<file path="src/design/tpwm_pkg.sv">
// shared constants, register map and bus carriers of the timer pwm unit
package tpwm_pkg;

	localparam int TPWM_NCH_DEF = 2;
	localparam int TPWM_AW = 8;

	// register byte addresses
	localparam logic [7:0] TPWM_CTRL_OFS = 8'h00;
	localparam logic [7:0] TPWM_COUNT_OFS = 8'h04;
	localparam logic [7:0] TPWM_MOD_OFS = 8'h08;
	localparam logic [7:0] TPWM_CH_BASE_OFS = 8'h10;

	// control register fields; the direction bit sits in the count register
	localparam int TPWM_CLKS_LSB = 0;
	localparam int TPWM_PS_LSB = 2;
	localparam int TPWM_CENTER_BIT = 5;
	localparam int TPWM_DIR_BIT = 16;

	// values after reset
	localparam logic [1:0] TPWM_CLKS_RST = 2'h0;
	localparam logic [2:0] TPWM_PS_RST = 3'h0;
	localparam logic TPWM_CENTER_RST = 1'b0;
	localparam logic [15:0] TPWM_COUNT_RST = 16'h0000;
	localparam logic [15:0] TPWM_MOD_RST = 16'h0000;
	localparam logic [15:0] TPWM_CH_RST = 16'h0000;
	localparam logic [6:0] TPWM_PRESC_RST = 7'h00;

	localparam logic [1:0] TPWM_RESP_OKAY = 2'h0;
	localparam logic [1:0] TPWM_RESP_DECERR = 2'h3;

	typedef struct packed {
		logic awvalid;
		logic [7:0] awaddr;
		logic wvalid;
		logic [31:0] wdata;
		logic [3:0] wstrb;
		logic bready;
		logic arvalid;
		logic [7:0] araddr;
		logic rready;
	} tpwm_axi_req_t;

	typedef struct packed {
		logic awready;
		logic wready;
		logic bvalid;
		logic [1:0] bresp;
		logic arready;
		logic rvalid;
		logic [31:0] rdata;
		logic [1:0] rresp;
	} tpwm_axi_rsp_t;

	// byte-wise update of a 16-bit value: lane 0 low byte, lane 1 high byte
	function automatic logic [15:0] tpwm_merge16(input logic [15:0] old, input logic [31:0] data,
		input logic [3:0] strb);
		logic [15:0] r;
		r = old;
		if (strb[0]) begin
			r[7:0] = data[7:0];
		end
		if (strb[1]) begin
			r[15:8] = data[15:8];
		end
		return r;
	endfunction

	// last prescaler state before a counter tick, divide by 2^ps
	function automatic logic [6:0] tpwm_presc_last(input logic [2:0] ps);
		logic [7:0] full;
		full = (8'h01 << ps) - 8'h01;
		return full[6:0];
	endfunction

endpackage

</file>
<file path="src/design/tpwm_top.sv">
// timer pwm unit: 16-bit up/down counter, per-channel pwm, axi4-lite registers
//
// Register access over AXI4-Lite and the register addresses were left to the implementer.
`timescale 1ns/1ps

// Overview of operation
// - center mode counts up to modulo, down to zero; period is twice modulo
// - each output is a flip-flop, reset low, changed only on a counter tick
// - reset clears the 16-bit count to zero, mid-period for center mode
// - center mode: channel value equal to modulo holds output active, 100 percent
// - negative channel values give 0 percent duty, output held inactive
// - center mode: value modulo minus one gives value over modulo duty, never zero
// - down-counting is the first half of the period, up-counting the second
// - center mode: a new channel value waits for the next period start
// - changing to zero in the second half finishes that period with the old value
// - center mode: zero, nonzero, zero: first period inactive, next active twice the value
// - edge mode: zero to nonzero takes effect after one extra 0 percent period
// - clock source select zero stops the counter; nonzero restarts it
// - writing either count byte clears the count to zero
// - three-bit prescale field picks divide factor; 001 divides by two
// - prescale changed only with clocks off; divider restarts from zero; a control write updates ps even while counting
// - up-count reaching modulo turns to down-count on the next counter edge
// - clearing the count also clears direction so counting restarts upward
module tpwm_top import tpwm_pkg::*; #(
	parameter int NCH = TPWM_NCH_DEF
) (
	input wire logic aclk,
	input wire logic aresetn,
	input wire tpwm_axi_req_t axi_req,
	output tpwm_axi_rsp_t axi_rsp,
	output logic [NCH-1:0] pwm_out
);

	typedef struct packed {
		logic aw_have;
		logic [7:0] aw_addr;
		logic w_have;
		logic [31:0] w_data;
		logic [3:0] w_strb;
		tpwm_axi_rsp_t rsp;
		logic [1:0] clks;
		logic [2:0] ps;
		logic center;
		logic [6:0] presc;
		logic [15:0] cnt;
		logic down;
		logic [15:0] modv;
		logic [NCH-1:0][15:0] ch_buf;
		logic [NCH-1:0][15:0] ch_act;
		logic [NCH-1:0] hold;
		logic [NCH-1:0] pwm;
	} tpwm_state_t;

	tpwm_state_t q;
	tpwm_state_t d;
	logic wr_go;
	logic cnt_wr;
	logic run;
	logic tick;
	logic boundary;
	logic [15:0] nxt;
	logic ndown;

	assign axi_rsp = q.rsp;
	assign pwm_out = q.pwm;

	function automatic tpwm_state_t reset_state();
		tpwm_state_t s;
		s = '0;
		s.clks = TPWM_CLKS_RST;
		s.ps = TPWM_PS_RST;
		s.center = TPWM_CENTER_RST;
		s.presc = TPWM_PRESC_RST;
		s.cnt = TPWM_COUNT_RST;
		s.modv = TPWM_MOD_RST;
		for (int i = 0; i < NCH; i++) begin
			s.ch_buf[i] = TPWM_CH_RST;
			s.ch_act[i] = TPWM_CH_RST;
		end
		return s;
	endfunction

	// channel index from a byte address; valid flag in bit 8
	function automatic logic [8:0] ch_decode(input logic [7:0] a);
		logic [8:0] r;
		r = '0;
		for (int i = 0; i < NCH; i++) begin
			if (a == 8'(TPWM_CH_BASE_OFS + 8'(i * 4))) begin
				r = {1'b1, 8'(i)};
			end
		end
		return r;
	endfunction

	// read mux; bit 32 flags a mapped address
	function automatic logic [32:0] read_word(input tpwm_state_t s, input logic [7:0] a);
		logic [32:0] r;
		logic [8:0] ci;
		r = '0;
		ci = ch_decode(a);
		if (a == TPWM_CTRL_OFS) begin
			r[32] = 1'b1;
			r[TPWM_CLKS_LSB +: 2] = s.clks;
			r[TPWM_PS_LSB +: 3] = s.ps;
			r[TPWM_CENTER_BIT] = s.center;
		end else if (a == TPWM_COUNT_OFS) begin
			r[32] = 1'b1;
			r[15:0] = s.cnt;
			r[TPWM_DIR_BIT] = s.down;
		end else if (a == TPWM_MOD_OFS) begin
			r[32] = 1'b1;
			r[15:0] = s.modv;
		end else if (ci[8]) begin
			r[32] = 1'b1;
			r[15:0] = s.ch_buf[ci[7:0]];
		end
		return r;
	endfunction

	always_comb begin
		logic [32:0] rd;
		logic [8:0] ci;
		logic [15:0] na;
		rd = '0;
		ci = '0;
		na = '0;
		d = q;
		cnt_wr = 1'b0;
		wr_go = q.aw_have && q.w_have && !q.rsp.bvalid;

		// write address and data are taken independently, in either order
		if (axi_req.awvalid && q.rsp.awready) begin
			d.aw_have = 1'b1;
			d.aw_addr = axi_req.awaddr;
		end
		if (axi_req.wvalid && q.rsp.wready) begin
			d.w_have = 1'b1;
			d.w_data = axi_req.wdata;
			d.w_strb = axi_req.wstrb;
		end
		if (q.rsp.bvalid && axi_req.bready) begin
			d.rsp.bvalid = 1'b0;
		end
		if (wr_go) begin
			d.aw_have = 1'b0;
			d.w_have = 1'b0;
			d.rsp.bvalid = 1'b1;
			d.rsp.bresp = TPWM_RESP_OKAY;
			ci = ch_decode(q.aw_addr);
			if (q.aw_addr == TPWM_CTRL_OFS) begin
				if (q.w_strb[0]) begin
					d.clks = q.w_data[TPWM_CLKS_LSB +: 2];
					d.ps = q.w_data[TPWM_PS_LSB +: 3];
					d.center = q.w_data[TPWM_CENTER_BIT];
				end
			end else if (q.aw_addr == TPWM_COUNT_OFS) begin
				cnt_wr = |q.w_strb[1:0];
			end else if (q.aw_addr == TPWM_MOD_OFS) begin
				d.modv = tpwm_merge16(q.modv, q.w_data, q.w_strb);
			end else if (ci[8]) begin
				d.ch_buf[ci[7:0]] = tpwm_merge16(q.ch_buf[ci[7:0]], q.w_data, q.w_strb);
			end else begin
				d.rsp.bresp = TPWM_RESP_DECERR;
			end
		end

		if (q.rsp.rvalid && axi_req.rready) begin
			d.rsp.rvalid = 1'b0;
		end
		if (axi_req.arvalid && q.rsp.arready) begin
			rd = read_word(q, axi_req.araddr);
			d.rsp.rvalid = 1'b1;
			d.rsp.rdata = rd[31:0];
			d.rsp.rresp = rd[32] ? TPWM_RESP_OKAY : TPWM_RESP_DECERR;
		end
		d.rsp.awready = !d.aw_have;
		d.rsp.wready = !d.w_have;
		d.rsp.arready = !d.rsp.rvalid;

		// prescaler held at zero while stopped, so a restart begins a fresh divide
		run = q.clks != 2'h0;
		tick = run && (q.presc == tpwm_presc_last(q.ps));
		if (!run || tick) begin
			d.presc = TPWM_PRESC_RST;
		end else begin
			d.presc = q.presc + 7'h01;
		end

		// next count and direction
		nxt = q.cnt;
		ndown = q.down;
		if (q.center) begin
			if (q.modv == 16'h0000) begin
				nxt = 16'h0000;
				ndown = 1'b0;
			end else if (!q.down) begin
				if (q.cnt >= q.modv) begin
					ndown = 1'b1;
					nxt = q.cnt - 16'h0001;
				end else begin
					nxt = q.cnt + 16'h0001;
				end
			end else if (q.cnt == 16'h0000) begin
				ndown = 1'b0;
				nxt = 16'h0001;
			end else begin
				nxt = q.cnt - 16'h0001;
			end
		end else begin
			ndown = 1'b0;
			nxt = (q.cnt >= q.modv) ? 16'h0000 : q.cnt + 16'h0001;
		end
		// center period starts where up-counting reaches modulo
		boundary = tick && (q.center ? (!q.down && nxt == q.modv) : (nxt == 16'h0000));
		if (tick) begin
			d.cnt = nxt;
			d.down = ndown;
		end
		if (cnt_wr) begin
			d.cnt = TPWM_COUNT_RST;
			d.down = 1'b0;
		end

		for (int i = 0; i < NCH; i++) begin
			na = q.ch_act[i];
			if (boundary) begin
				// edge mode inserts one idle period when leaving zero
				if (!q.center && q.ch_act[i] == 16'h0000 && q.ch_buf[i] != 16'h0000 && !q.hold[i]) begin
					d.hold[i] = 1'b1;
				end else begin
					na = q.ch_buf[i];
					d.hold[i] = 1'b0;
				end
				d.ch_act[i] = na;
			end
			// a count change while counting is the only compare event
			if (tick) begin
				if (na[15] || na == 16'h0000) begin
					d.pwm[i] = 1'b0;
				end else if (q.center) begin
					if (na >= q.modv) begin
						d.pwm[i] = 1'b1;
					end else if (nxt == na) begin
						d.pwm[i] = ndown;
					end
				end else if (nxt == 16'h0000) begin
					d.pwm[i] = 1'b1;
				end else if (nxt == na) begin
					d.pwm[i] = 1'b0;
				end
			end
		end
	end

	always_ff @(posedge aclk) begin
		if (!aresetn) begin
			q <= reset_state();
		end else begin
			q <= d;
		end
	end

	reset_count_a: assert property (@(posedge aclk) !aresetn |=> q.cnt == 16'h0000 && q.pwm == '0)
		else $error("count or output not cleared by reset");

	stop_hold_a: assert property (@(posedge aclk) disable iff (!aresetn)
		(q.clks == 2'h0 && !cnt_wr) |=> $stable(q.cnt))
		else $error("count moved while stopped");

	count_clear_a: assert property (@(posedge aclk) disable iff (!aresetn)
		cnt_wr |=> (q.cnt == 16'h0000 && !q.down))
		else $error("count write did not clear count and direction");

	turn_down_a: assert property (@(posedge aclk) disable iff (!aresetn)
		(tick && q.center && !q.down && q.modv != 16'h0000 && q.cnt == q.modv && !cnt_wr)
		|=> (q.down && q.cnt == $past(q.modv) - 16'h0001))
		else $error("no turn to down-count at modulo");

	bottom_turn_a: assert property (@(posedge aclk) disable iff (!aresetn)
		(tick && q.center && q.down && q.cnt == 16'h0000 && !cnt_wr) |=> (!q.down && q.cnt == 16'h0001))
		else $error("no turn to up-count at zero");

	presc_rest_a: assert property (@(posedge aclk) disable iff (!aresetn)
		(q.clks == 2'h0) |=> (q.presc == 7'h00))
		else $error("prescaler not held at zero while stopped");

	div_two_a: assert property (@(posedge aclk) disable iff (!aresetn)
		(q.ps == 3'h1 && q.clks != 2'h0 && q.presc == 7'h00 && $stable(q.ps) && !wr_go) |=> tick)
		else $error("divide by two did not tick on second cycle");

	full_duty_a: assert property (@(posedge aclk) disable iff (!aresetn)
		(tick && q.center && !boundary && !q.ch_act[0][15] && q.ch_act[0] != 16'h0000
		&& q.ch_act[0] >= q.modv) |=> q.pwm[0])
		else $error("full duty channel went inactive");

	neg_zero_a: assert property (@(posedge aclk) disable iff (!aresetn)
		(tick && !boundary && q.ch_act[0][15]) |=> !q.pwm[0])
		else $error("negative channel value drove output active");

	act_hold_a: assert property (@(posedge aclk) disable iff (!aresetn)
		!boundary |=> $stable(q.ch_act))
		else $error("channel value took effect mid-period");

	out_event_a: assert property (@(posedge aclk) disable iff (!aresetn)
		!tick |=> $stable(q.pwm))
		else $error("output changed without a counter event");

	// channel 0 stands for all channels in the checks below
	period_start_a: assert property (@(posedge aclk) disable iff (!aresetn)
		(tick && q.center && !q.down && q.modv != 16'h0000 && q.cnt == q.modv - 16'h0001) |-> boundary)
		else $error("center period did not start at the turn to modulo");

	edge_start_a: assert property (@(posedge aclk) disable iff (!aresetn)
		(tick && !q.center && q.cnt >= q.modv) |-> boundary)
		else $error("edge period did not start at the wrap");

	center_load_a: assert property (@(posedge aclk) disable iff (!aresetn)
		(boundary && q.center) |=> q.ch_act[0] == $past(q.ch_buf[0]))
		else $error("buffered channel value not applied at period start");

	idle_insert_a: assert property (@(posedge aclk) disable iff (!aresetn)
		(boundary && !q.center && q.ch_act[0] == 16'h0000 && q.ch_buf[0] != 16'h0000 && !q.hold[0])
		|=> (q.hold[0] && q.ch_act[0] == 16'h0000))
		else $error("edge mode skipped the idle period on leaving zero");

	idle_release_a: assert property (@(posedge aclk) disable iff (!aresetn)
		(boundary && !q.center && q.hold[0]) |=> (!q.hold[0] && q.ch_act[0] == $past(q.ch_buf[0])))
		else $error("edge mode held the idle period too long");

	edge_rise_a: assert property (@(posedge aclk) disable iff (!aresetn)
		(boundary && !q.center && q.ch_act[0] != 16'h0000 && q.ch_buf[0] != 16'h0000 && !q.ch_buf[0][15])
		|=> q.pwm[0])
		else $error("edge mode output not raised at period start");

	zero_duty_a: assert property (@(posedge aclk) disable iff (!aresetn)
		(tick && !boundary && q.ch_act[0] == 16'h0000) |=> !q.pwm[0])
		else $error("zero channel value drove output active");

	match_down_a: assert property (@(posedge aclk) disable iff (!aresetn)
		(tick && q.center && !boundary && q.down && q.ch_act[0] != 16'h0000 && !q.ch_act[0][15]
		&& q.ch_act[0] < q.modv && q.cnt == q.ch_act[0] + 16'h0001) |=> q.pwm[0])
		else $error("output not raised at the down-count match");

	match_up_a: assert property (@(posedge aclk) disable iff (!aresetn)
		(tick && q.center && !boundary && !q.down && q.ch_act[0] != 16'h0000 && !q.ch_act[0][15]
		&& q.ch_act[0] < q.modv && q.cnt == q.ch_act[0] - 16'h0001) |=> !q.pwm[0])
		else $error("output not lowered at the up-count match");

endmodule

</file>
<file path="config.mk">
export PLATFORM = sky130hd
export DESIGN_NAME = tpwm_top
export DESIGN_NICKNAME = d
export VERILOG_FILES = /design/src/design/tpwm_pkg.sv /design/src/design/tpwm_top.sv
export SDC_FILE = /design/constraint.sdc
export NUM_CORES = 1
export LEC_CHECK = 0
export ABC_CLOCK_PERIOD_IN_PS = 6200
export BUFFER_PORTS_ARGS = -buffer_cell sky130_fd_sc_hd__buf_2
export CAP_MARGIN = 20
export CORE_MARGIN = 3
export CORE_UTILIZATION = 30
export CTS_BUF_LIST = sky130_fd_sc_hd__clkbuf_4 sky130_fd_sc_hd__clkbuf_8
export DETAILED_ROUTE_END_ITERATION = 8
export SETUP_SLACK_MARGIN = 0.2
export SYNTH_ARGS = -nofsm -noshare
export SYNTH_HDL_FRONTEND = slang
export SYNTH_SLANG_ARGS = --single-unit
</file>
<file path="constraint.sdc">
create_clock -name aclk -period 6.2 [get_ports aclk]
set_input_delay 0.31 -clock aclk [delete_from_list [all_inputs] [get_ports aclk]]
set_output_delay 0.31 -clock aclk [all_outputs]
set_load 0.02 [all_outputs]
</file>
==> results of run 1 <==
==> sequential cells by signal, summed over array words and instances, names as in the netlist <==
register,flops
q,140
axi_rsp,24
pwm_out,2
==> power groups by stage <==
stage / clock [uW] / combinational (uW) / sequential [uW]
4_1_cts: 857 / 116 / 1100
2_1_floorplan: 0 / 102 / 1120
6_report: 846 / 117 / 1100
5_1_grt: 905 / 128 / 1110
3_5_place_dp: 0 / 116 / 1130
3_3_place_gp: 0 / 115 / 1130
==> layout make-up <==
cell class | count | area, sq um | share of cell area [%]
sequential | 166 | 3330 | 23.3
clock inverter | 14 | 163 | 1.14
tap | 518 | 648 | 4.53
multi-input combinational | 1203 | 8020 | 56.0
inverter | 43 | 161 | 1.13
timing repair buffer | 246 | 1750 | 12.2
clock buffer | 18 | 241 | 1.69
==> cell usage in the layout (no fill, tap or decap), types with 45 or more instances in the layout <==
cell / Yosys / routed
sky130_fd_sc_hd__nand2_1: 162 / 162
sky130_fd_sc_hd__o21ai_0: 85 / 75
sky130_fd_sc_hd__dfxtp_1: 166 / 159
sky130_fd_sc_hd__mux2i_1: 58 / 58
sky130_fd_sc_hd__and2_1: 45 / 45
sky130_fd_sc_hd__a21oi_1: 84 / 79
sky130_fd_sc_hd__nor2_1: 184 / 180
sky130_fd_sc_hd__ha_1: 51 / 45
sky130_fd_sc_hd__buf_2: 3 / 69
sky130_fd_sc_hd__buf_4: 43 / 164
==> through the flow <==
step           std cells  utilization, %
2_1_floorplan       1557               -
6_report            2208            36.9
5_1_grt             2208            36.9
3_5_place_dp        2161            34.4
4_1_cts             2197            35.9
3_3_place_gp        2161            34.4
==> how the worst max path moves through the flow <==
| stage | end | depth (start not counted) | from |
|---|---|---|---|
| 5_1_grt | pwm_out[0] | 31 | q[80] |
| 3_5_place_dp | pwm_out[0] | 28 | q[69] |
| 3_3_place_gp | pwm_out[0] | 30 | q[69] |
| 4_1_cts | pwm_out[0] | 29 | q[81] |
| 2_1_floorplan | pwm_out[0] | 32 | q[73] |
| 6_report | pwm_out[0] | 30 | q[69] |
==> cell families (layout without fill, tap and decap cells) <==
logic type,after synthesis,after routing,synth area share (%)
buffers and inverters,188,321,8.75
other,1,15,0.0316
and+or+nand+nor,646,646,27.0
adders and majority gates,51,51,5.38
DFF,166,166,28.0
muxes,66,66,5.65
AOI/OAI and AO/OA,371,371,21.2
xor gates and xnor gates,54,54,3.99
==> critical path: cells and delay by family, from the launching register on <==
| kind | cells | cell delay (ns) |
|---|---|---|
| AO/OA/AOI/OAI | 14 | 2.94 |
| flip-flops | 1 | 0.34 |
| AND/OR/NAND/NOR | 10 | 1.47 |
| adder cells (fa/ha/maj) | 2 | 0.51 |
| buffers and inverters | 4 | 0.55 |
==> routing by layer <==
| layer | GRT usage, % | vias up | wire length [um] |
|---|---|---|---|
| li1 | - | 5800 | - |
| met2 | 34.7 | 631 | 20900 |
| met1 | 30.8 | 5948 | 20900 |
| met5 | 0 | - | 0 |
| met4 | 9.06 | 0 | 2170 |
| met3 | 4.00 | 129 | 4130 |
==> repair_timing <==
action / 4_1_cts / 5_1_grt
gates resized for setup: 32 / 75
pin swaps: 6 / 41
setup endpoints to repair: 2 / 2
setup buffers: 4 / 10
gates cloned: 0 / 1
==> results summary, run 1 <==
The flow ran to the end, and the final reports show no timing, DRC or antenna violations. The total setup violations reported at the end of the flow came out at 0. The switching part of the total power came out at 27.8%. The netlist area before placement came out at 11900 sq um. The average cell area after synthesis is 7.69 sq um.

The number of CTS-inserted buffers is 17. The initial core utilization is 30.6%. The first global-routing pass estimated 71700 um of wire. Measured against its own limit, the worst slew margin works out to 20.6%. The tool flagged a number of max-cap violations equal to 0. The part of the total power dissipated in the clock network is 40.9%. The worst setup timing slack at the placement stage came out at -0.161 ns. The category of the worst setup path capture point is a register. Static timing analysis puts the maximum clock frequency at 170 MHz. By area the synthesized netlist is led by sky130_fd_sc_hd__dfxtp_1 28%, sky130_fd_sc_hd__nor2_1 5.8%, sky130_fd_sc_hd__ha_1 5.4%.

The portion of synthesized cell area occupied by the leading cell type came out at 28.0%. The horizontal die dimension came out at 205 um. The initial antenna violation count is 0. The final count of pins violating max slew is 0. The yosys synthesis warning count is 0. The synthesis-to-layout area growth is 20.6%.

The share of the clock period used by the worst path after layout is 94.8%. The number of nets in the final layout came out at 1787. STA classifies the critical path startpoint as a register. The instance count along the most critical hold path came out at 3.

Detailed placement finished with a half-perimeter wire length of 37400 um. Detailed routing inserted a total of 12.5k vias. The clock latency on the worst-skew pair came out at 0.49 ns.

In this run the most critical hold path is launched from axi_req[30]. Among all flip-flop cells after synthesis, the most frequent one is sky130_fd_sc_hd__dfxtp_1. The maximum vdd ir drop came out at 0.000130 V. The critical path is of the register to register type.

In this run the clock root is driven by a sky130_fd_sc_hd__clkbuf_8. The worst hold margin is 0.0678 ns. The final wirelength came out at 48200 um. After layout, the worst setup slack is 0.320 ns. For this run, the register share of the synthesized area comes to 28.0%.

The DRC violations left came out at 0. The commonest cells after synthesis are 184 x sky130_fd_sc_hd__nor2_1, 166 x sky130_fd_sc_hd__dfxtp_1, 162 x sky130_fd_sc_hd__nand2_1. The maximum number of pins on one net before global-route repair came out at 54.

The total net switching power came out at 576 uW. The overall power after layout came out at 2070 uW. The vias per cell came out at 5.66. For this design the static power due to leakage is 0.00570 uW. In this run, the number of DRC markers left after iteration 0 of detailed routing was 1395.

The die height is 205 um. Setup slack on the worst reg-to-reg path comes out at 0.32 ns. The port buffer count is 68.

At the pin with the least slew margin, the transition time is 1.18 ns. The sequential share of power came out at 53.4%. The number of library cell types mapped by synthesis is 94.

Setup repair after global routing could not meet its margin everywhere. For the final routed database, the setup TNS stands at 0 ns. Fill cells in the final layout number 4051. Among all stages on the critical path, the largest delay is contributed by sky130_fd_sc_hd__o31a_4. The path class of the tightest hold or removal check is input port to register. The TritonCTS clock tree is yes. The summed area of non-filler cells in the final layout came out at 14300 sq um.

The core area came out at 38800 sq um. Among the stages of the critical path, the cell type that occurs most often is sky130_fd_sc_hd__buf_4. Dividing total power by cell area gives a power density of 144 nW/um^2. The clock-pin slew on the worst setup and hold paths came out at 0.10 ns.

For this design the top-level I/O count stands at 102. The number of antenna-violating nets in the routed design is 0. The number of enable flip-flop cells after synthesis is 0. The number of optimization iterations in the first detailed-route pass came out at 6. The synthesized instance count is 1543. The via count of the first global-routing pass is 11.6k. Yosys instantiated no cell more often than sky130_fd_sc_hd__nor2_1.

The clock passes through at most 2 buffers. The worst register-to-register path ends at pwm_out[0]. For this design, the CTS-stage hold fixing added 0 buffers. In this run the core area contains 72 standard-cell rows.

The flip-flop and latch count after synthesis came out at 166. The biggest area contributor in the post-synthesis netlist is sky130_fd_sc_hd__dfxtp_1. Summing all placed instances gives a cell area of 13300 sq um.

The average wire per cell in the routed design came out at 21.8 um. The internal power of the cells came out at 1490 uW. Summed over all layers, the global routing overflow is 0. The overall track demand over capacity in global routing is 22.4%. The die outline area came out at 42000 sq um. In this run the critical register-to-register path is launched from q[69]. The weighted congestion reported at the end of routability-driven placement is 1.01. The combinational share of power is 5.7%. In this design, the stage delay of the slowest critical-path cell is 0.41 ns. In this run the number of H-tree levels came out at 4. The worst reg2reg path depth is 30. STA puts the critical path data required time at 6.58 ns. The maximum fanout count along the critical path is 6.

The final-report hold violation count came out at 0. The shortest clock period the worst path allows after layout is 5.88 ns. For hold timing, the worst endpoint is q[174]. The arrival time of data at the critical path endpoint came out at 6.26 ns. Counting every sink on the clock net gives 166. After synthesis, the share of flip-flops with an asynchronous set or reset is 0%. The post-route netlist has 23.3% of its cells at a drive strength greater than 1. The number of inserted diodes came out at 0. The worst-case clock skew came out at 0.0225 ns.
No activity file was read; power rests on OpenSTA's default activity.
==> run 2, diff against run 1 <==
- PLACE_DENSITY: default -> 0.46
==> run 2 against run 1 <==
Count of clock-buffer cells in the layout stayed put. Global-route usage is 2.9 points higher. Critical path depth is 1 higher. Wire length is 13% higher. Cell count is 3.1% higher. Worst hold slack worse by 0.022 ns. Sequential power hardly changed. Critical path type unchanged. Largest cell class unchanged.
==> results summary, run 2 (synthesized netlist as in run 1, its figures left out) <==
The category of the worst setup path launch point is a register (unchanged). The filler cell count in the final layout is 4025 (was 4051). The final-report hold violation count came out at 0 (unchanged). The maximum fanout count along the critical path is 9 (was 6). The clock-pin slew on the worst setup and hold paths came out at 0.13 ns (was 0.10 ns). The endpoint of the most critical setup path is pwm_out[1] (was pwm_out[0]). The remaining global-route overflow is 0 (unchanged). The part of the total power dissipated in the clock network came to 40.8% (was 40.9%). The detailed placer's ending HPWL came out at 41100 um (was 37400 um). The die height came out at 205 um (unchanged). The endpoint of the worst-slack reg-to-reg timing path is pwm_out[1] (was pwm_out[0]). The maximum clock insertion buffer count came out at 2 (unchanged).

The final wirelength is 54600 um (was 48200 um). The overall power after layout is 2080 uW (was 2070 uW). Outcome: completed (unchanged). The total setup violations reported at the end of the flow is 0 (unchanged). The worst min-delay path class is input port to register (unchanged).

The worst reg2reg path depth is 31 (was 30). The count of vias placed by the detailed router is 12.7k (was 12.5k). The arrival time of data at the critical path endpoint is 6.16 ns (was 6.26 ns). The DRC violations left came out at 0 (unchanged). The number of optimization iterations in the first detailed-route pass is 6 (unchanged).

The data required time of the worst path was 6.56 ns (was 6.58 ns). The share of the clock period used by the worst path after layout was 93.7% (was 94.8%). The worst-case clock skew is 0.0674 ns (was 0.0225 ns). The longest individual stage delay on the worst path is 0.38 ns (was 0.41 ns).

The number of max-capacitance violations reported came out at 0 (unchanged). The category of the worst setup path capture point is a register (unchanged). The max-slew headroom at the worst pin came out at 27.0% (was 20.6%). The clock latency on the worst-skew pair came out at 0.56 ns (was 0.49 ns). The internal power of the cells is 1440 uW (was 1490 uW). The category of the critical setup timing path is register to register (unchanged). The clock root buffer master is sky130_fd_sc_hd__clkbuf_8 (unchanged). The launch instance of the worst register-to-register path is q[86] (was q[69]). The commonest non-fill, non-tap cell in the layout was sky130_fd_sc_hd__buf_4 (was sky130_fd_sc_hd__nor2_1). The via count of the first global-routing pass came out at 11.9k (was 11.6k). The largest register by flop count is q (unchanged). The sequential standard cell area came to 3340 sq um (was 3330 sq um). Commonest cells after routing, fill and taps aside: 212 x sky130_fd_sc_hd__buf_4, 177 x sky130_fd_sc_hd__nor2_1, 160 x sky130_fd_sc_hd__nand2_1 (was 180 x sky130_fd_sc_hd__nor2_1, 164 x sky130_fd_sc_hd__buf_4, 162 x sky130_fd_sc_hd__nand2_1). The initial core utilization was 30.6% (unchanged). The weighted congestion reported at the end of routability-driven placement came to 0.981 (was 1.01).

Setup repair after global routing missed its margin: yes (unchanged). The die outline area is 42000 sq um (unchanged). The worst-margin pin slew is 1.08 ns (was 1.18 ns). The horizontal die dimension came to 205 um (unchanged). The sequential share of power is 53.1% (was 53.4%). The slowest stage cell on the critical path is sky130_fd_sc_hd__dfxtp_2 (was sky130_fd_sc_hd__o31a_4). The number of flip-flops under the largest register name came out at 140 (unchanged). The power density over the cells came out at 138 nW/um^2 (was 144 nW/um^2).

The cell leakage power is 0.00601 uW (was 0.00570 uW). The number of CTS-inserted buffers came out at 17 (unchanged). The worst-case register-to-register setup slack is 0.39 ns (was 0.32 ns).

The switching part of the total power came out at 30.6% (was 27.8%). The synthesis-to-layout area growth came to 26.3% (was 20.6%). The core area came out at 38800 sq um (unchanged). The total net switching power is 636 uW (was 576 uW). The final standard cell utilization of the core is 38.6% (was 36.9%). The area taken by multi-input logic gates was 8120 sq um (was 8020 sq um). The fraction of layout instances using a drive strength above 1 was 26.3% (was 23.3%). The worst hold margin came out at 0.0460 ns (was 0.0678 ns). The number of sinks on the clock net is 166 (unchanged). The beginning of the critical path is q[86] (was q[69]). The final count of pins violating max slew is 0 (unchanged). The count of H-tree levels built during CTS is 4 (unchanged). The number of nets in the final layout is 1853 (was 1787).

The average wire per cell in the routed design is 24.0 um (was 21.8 um). The maximum vdd ir drop was 0.000139 V (was 0.000130 V). The number of antenna-violating nets in the routed design came to 0 (unchanged). The port buffer count came out at 68 (unchanged). The first-pass GRT wire length is 78700 um (was 71700 um). The combinational share of power is 6.1% (was 5.7%). The initial detailed-routing violation count came to 1211 (was 1395). The shortest clock period the worst path allows after layout came out at 5.81 ns (was 5.88 ns).

The maximum number of pins on one net before global-route repair is 94 (was 54). The initial antenna violation count came out at 1 (was 0). The TritonCTS clock tree is yes (unchanged). The top-level I/O count is 102 (unchanged).

The number of rows in the core area came out at 72 (unchanged). The maximum achievable frequency was 172 MHz (was 170 MHz). The most prevalent standard cell on the critical path is sky130_fd_sc_hd__a21o_1 (was sky130_fd_sc_hd__buf_4). The vias per cell is 5.57 (was 5.66). The overall track demand over capacity in global routing came out at 25.3% (was 22.4%).
-- run 2: worst max-delay path, delay by kind of cell, from the launching register on --
kind	cells	cell delay, ns
AO/OA/AOI/OAI	17	2.97
flip-flops	1	0.38
buffers and inverters	5	0.78
adder cells (fa/ha/maj)	2	0.49
AND/OR/NAND/NOR	7	1.00
-- run 2: power groups by stage --
| stage | combinational [uW] | sequential (uW) | clock [uW] |
|---|---|---|---|
| finish | 127 | 1100 | 847 |
| global route | 139 | 1110 | 914 |
| CTS | 126 | 1100 | 871 |
| detailed placement | 119 | 1130 | 0 |
| global placement | 119 | 1130 | 0 |
| floorplan | 102 | 1120 | 0 |
-- run 2: routing by layer --
layer	vias to the layer above	routed length (um)	global-route usage [%]
met1	6060	24600	35.5
li1	5939	-	-
met3	102	4170	4.50
met2	584	23600	38.4
met5	-	0	0
met4	0	2220	10.1
-- run 2: cell type report --
cell class / instances / share of cell area, %
multi-input cells: 1203 / 54.1
flip-flops and latches: 166 / 22.2
repair buffers: 312 / 15.5
well taps: 518 / 4.32
clock buffers: 18 / 1.65
inverters: 43 / 1.09
clock inverters: 14 / 1.03
diodes: 2 / 0.0334
-- run 2: metrics by stage --
| step | cell area, sq um | setup slack, ns | std cells | setup TNS, ns |
|---|---|---|---|---|
| finish | 15000 | 0.392 | 2276 | 0 |
| global route | 15000 | 0.111 | 2274 | 0 |
| CTS | 14400 | 0.207 | 2251 | 0 |
| detailed placement | 13500 | -0.191 | 2188 | -0.350 |
| global placement | 13500 | -0.258 | 2188 | -0.428 |
| floorplan | 12000 | 0.200 | 1557 | 0 |
-- run 2: worst min-delay path by stage --
stage | end | startpoint | slack (ns) | depth (start not counted)
floorplan | axi_rsp[18] | axi_rsp[18] | 0.43 | 2
global placement | axi_rsp[18] | axi_rsp[18] | 0.45 | 2
detailed placement | axi_rsp[18] | axi_rsp[18] | 0.45 | 2
CTS | q[171] | axi_req[27] | 0.002 | 3
global route | q[170] | axi_req[26] | 0.03 | 3
finish | q[171] | axi_req[27] | 0.05 | 3
-- run 2: what timing repair did --
item                                    4_1_cts  5_1_grt
gates resized for setup                      41       91
endpoints found under the hold margin        14        0
hold buffers                                 14        0
cloned                                        0        2
endpoints found under the setup margin        2        2
setup buffers                                17       18
pin swaps                                    24       46
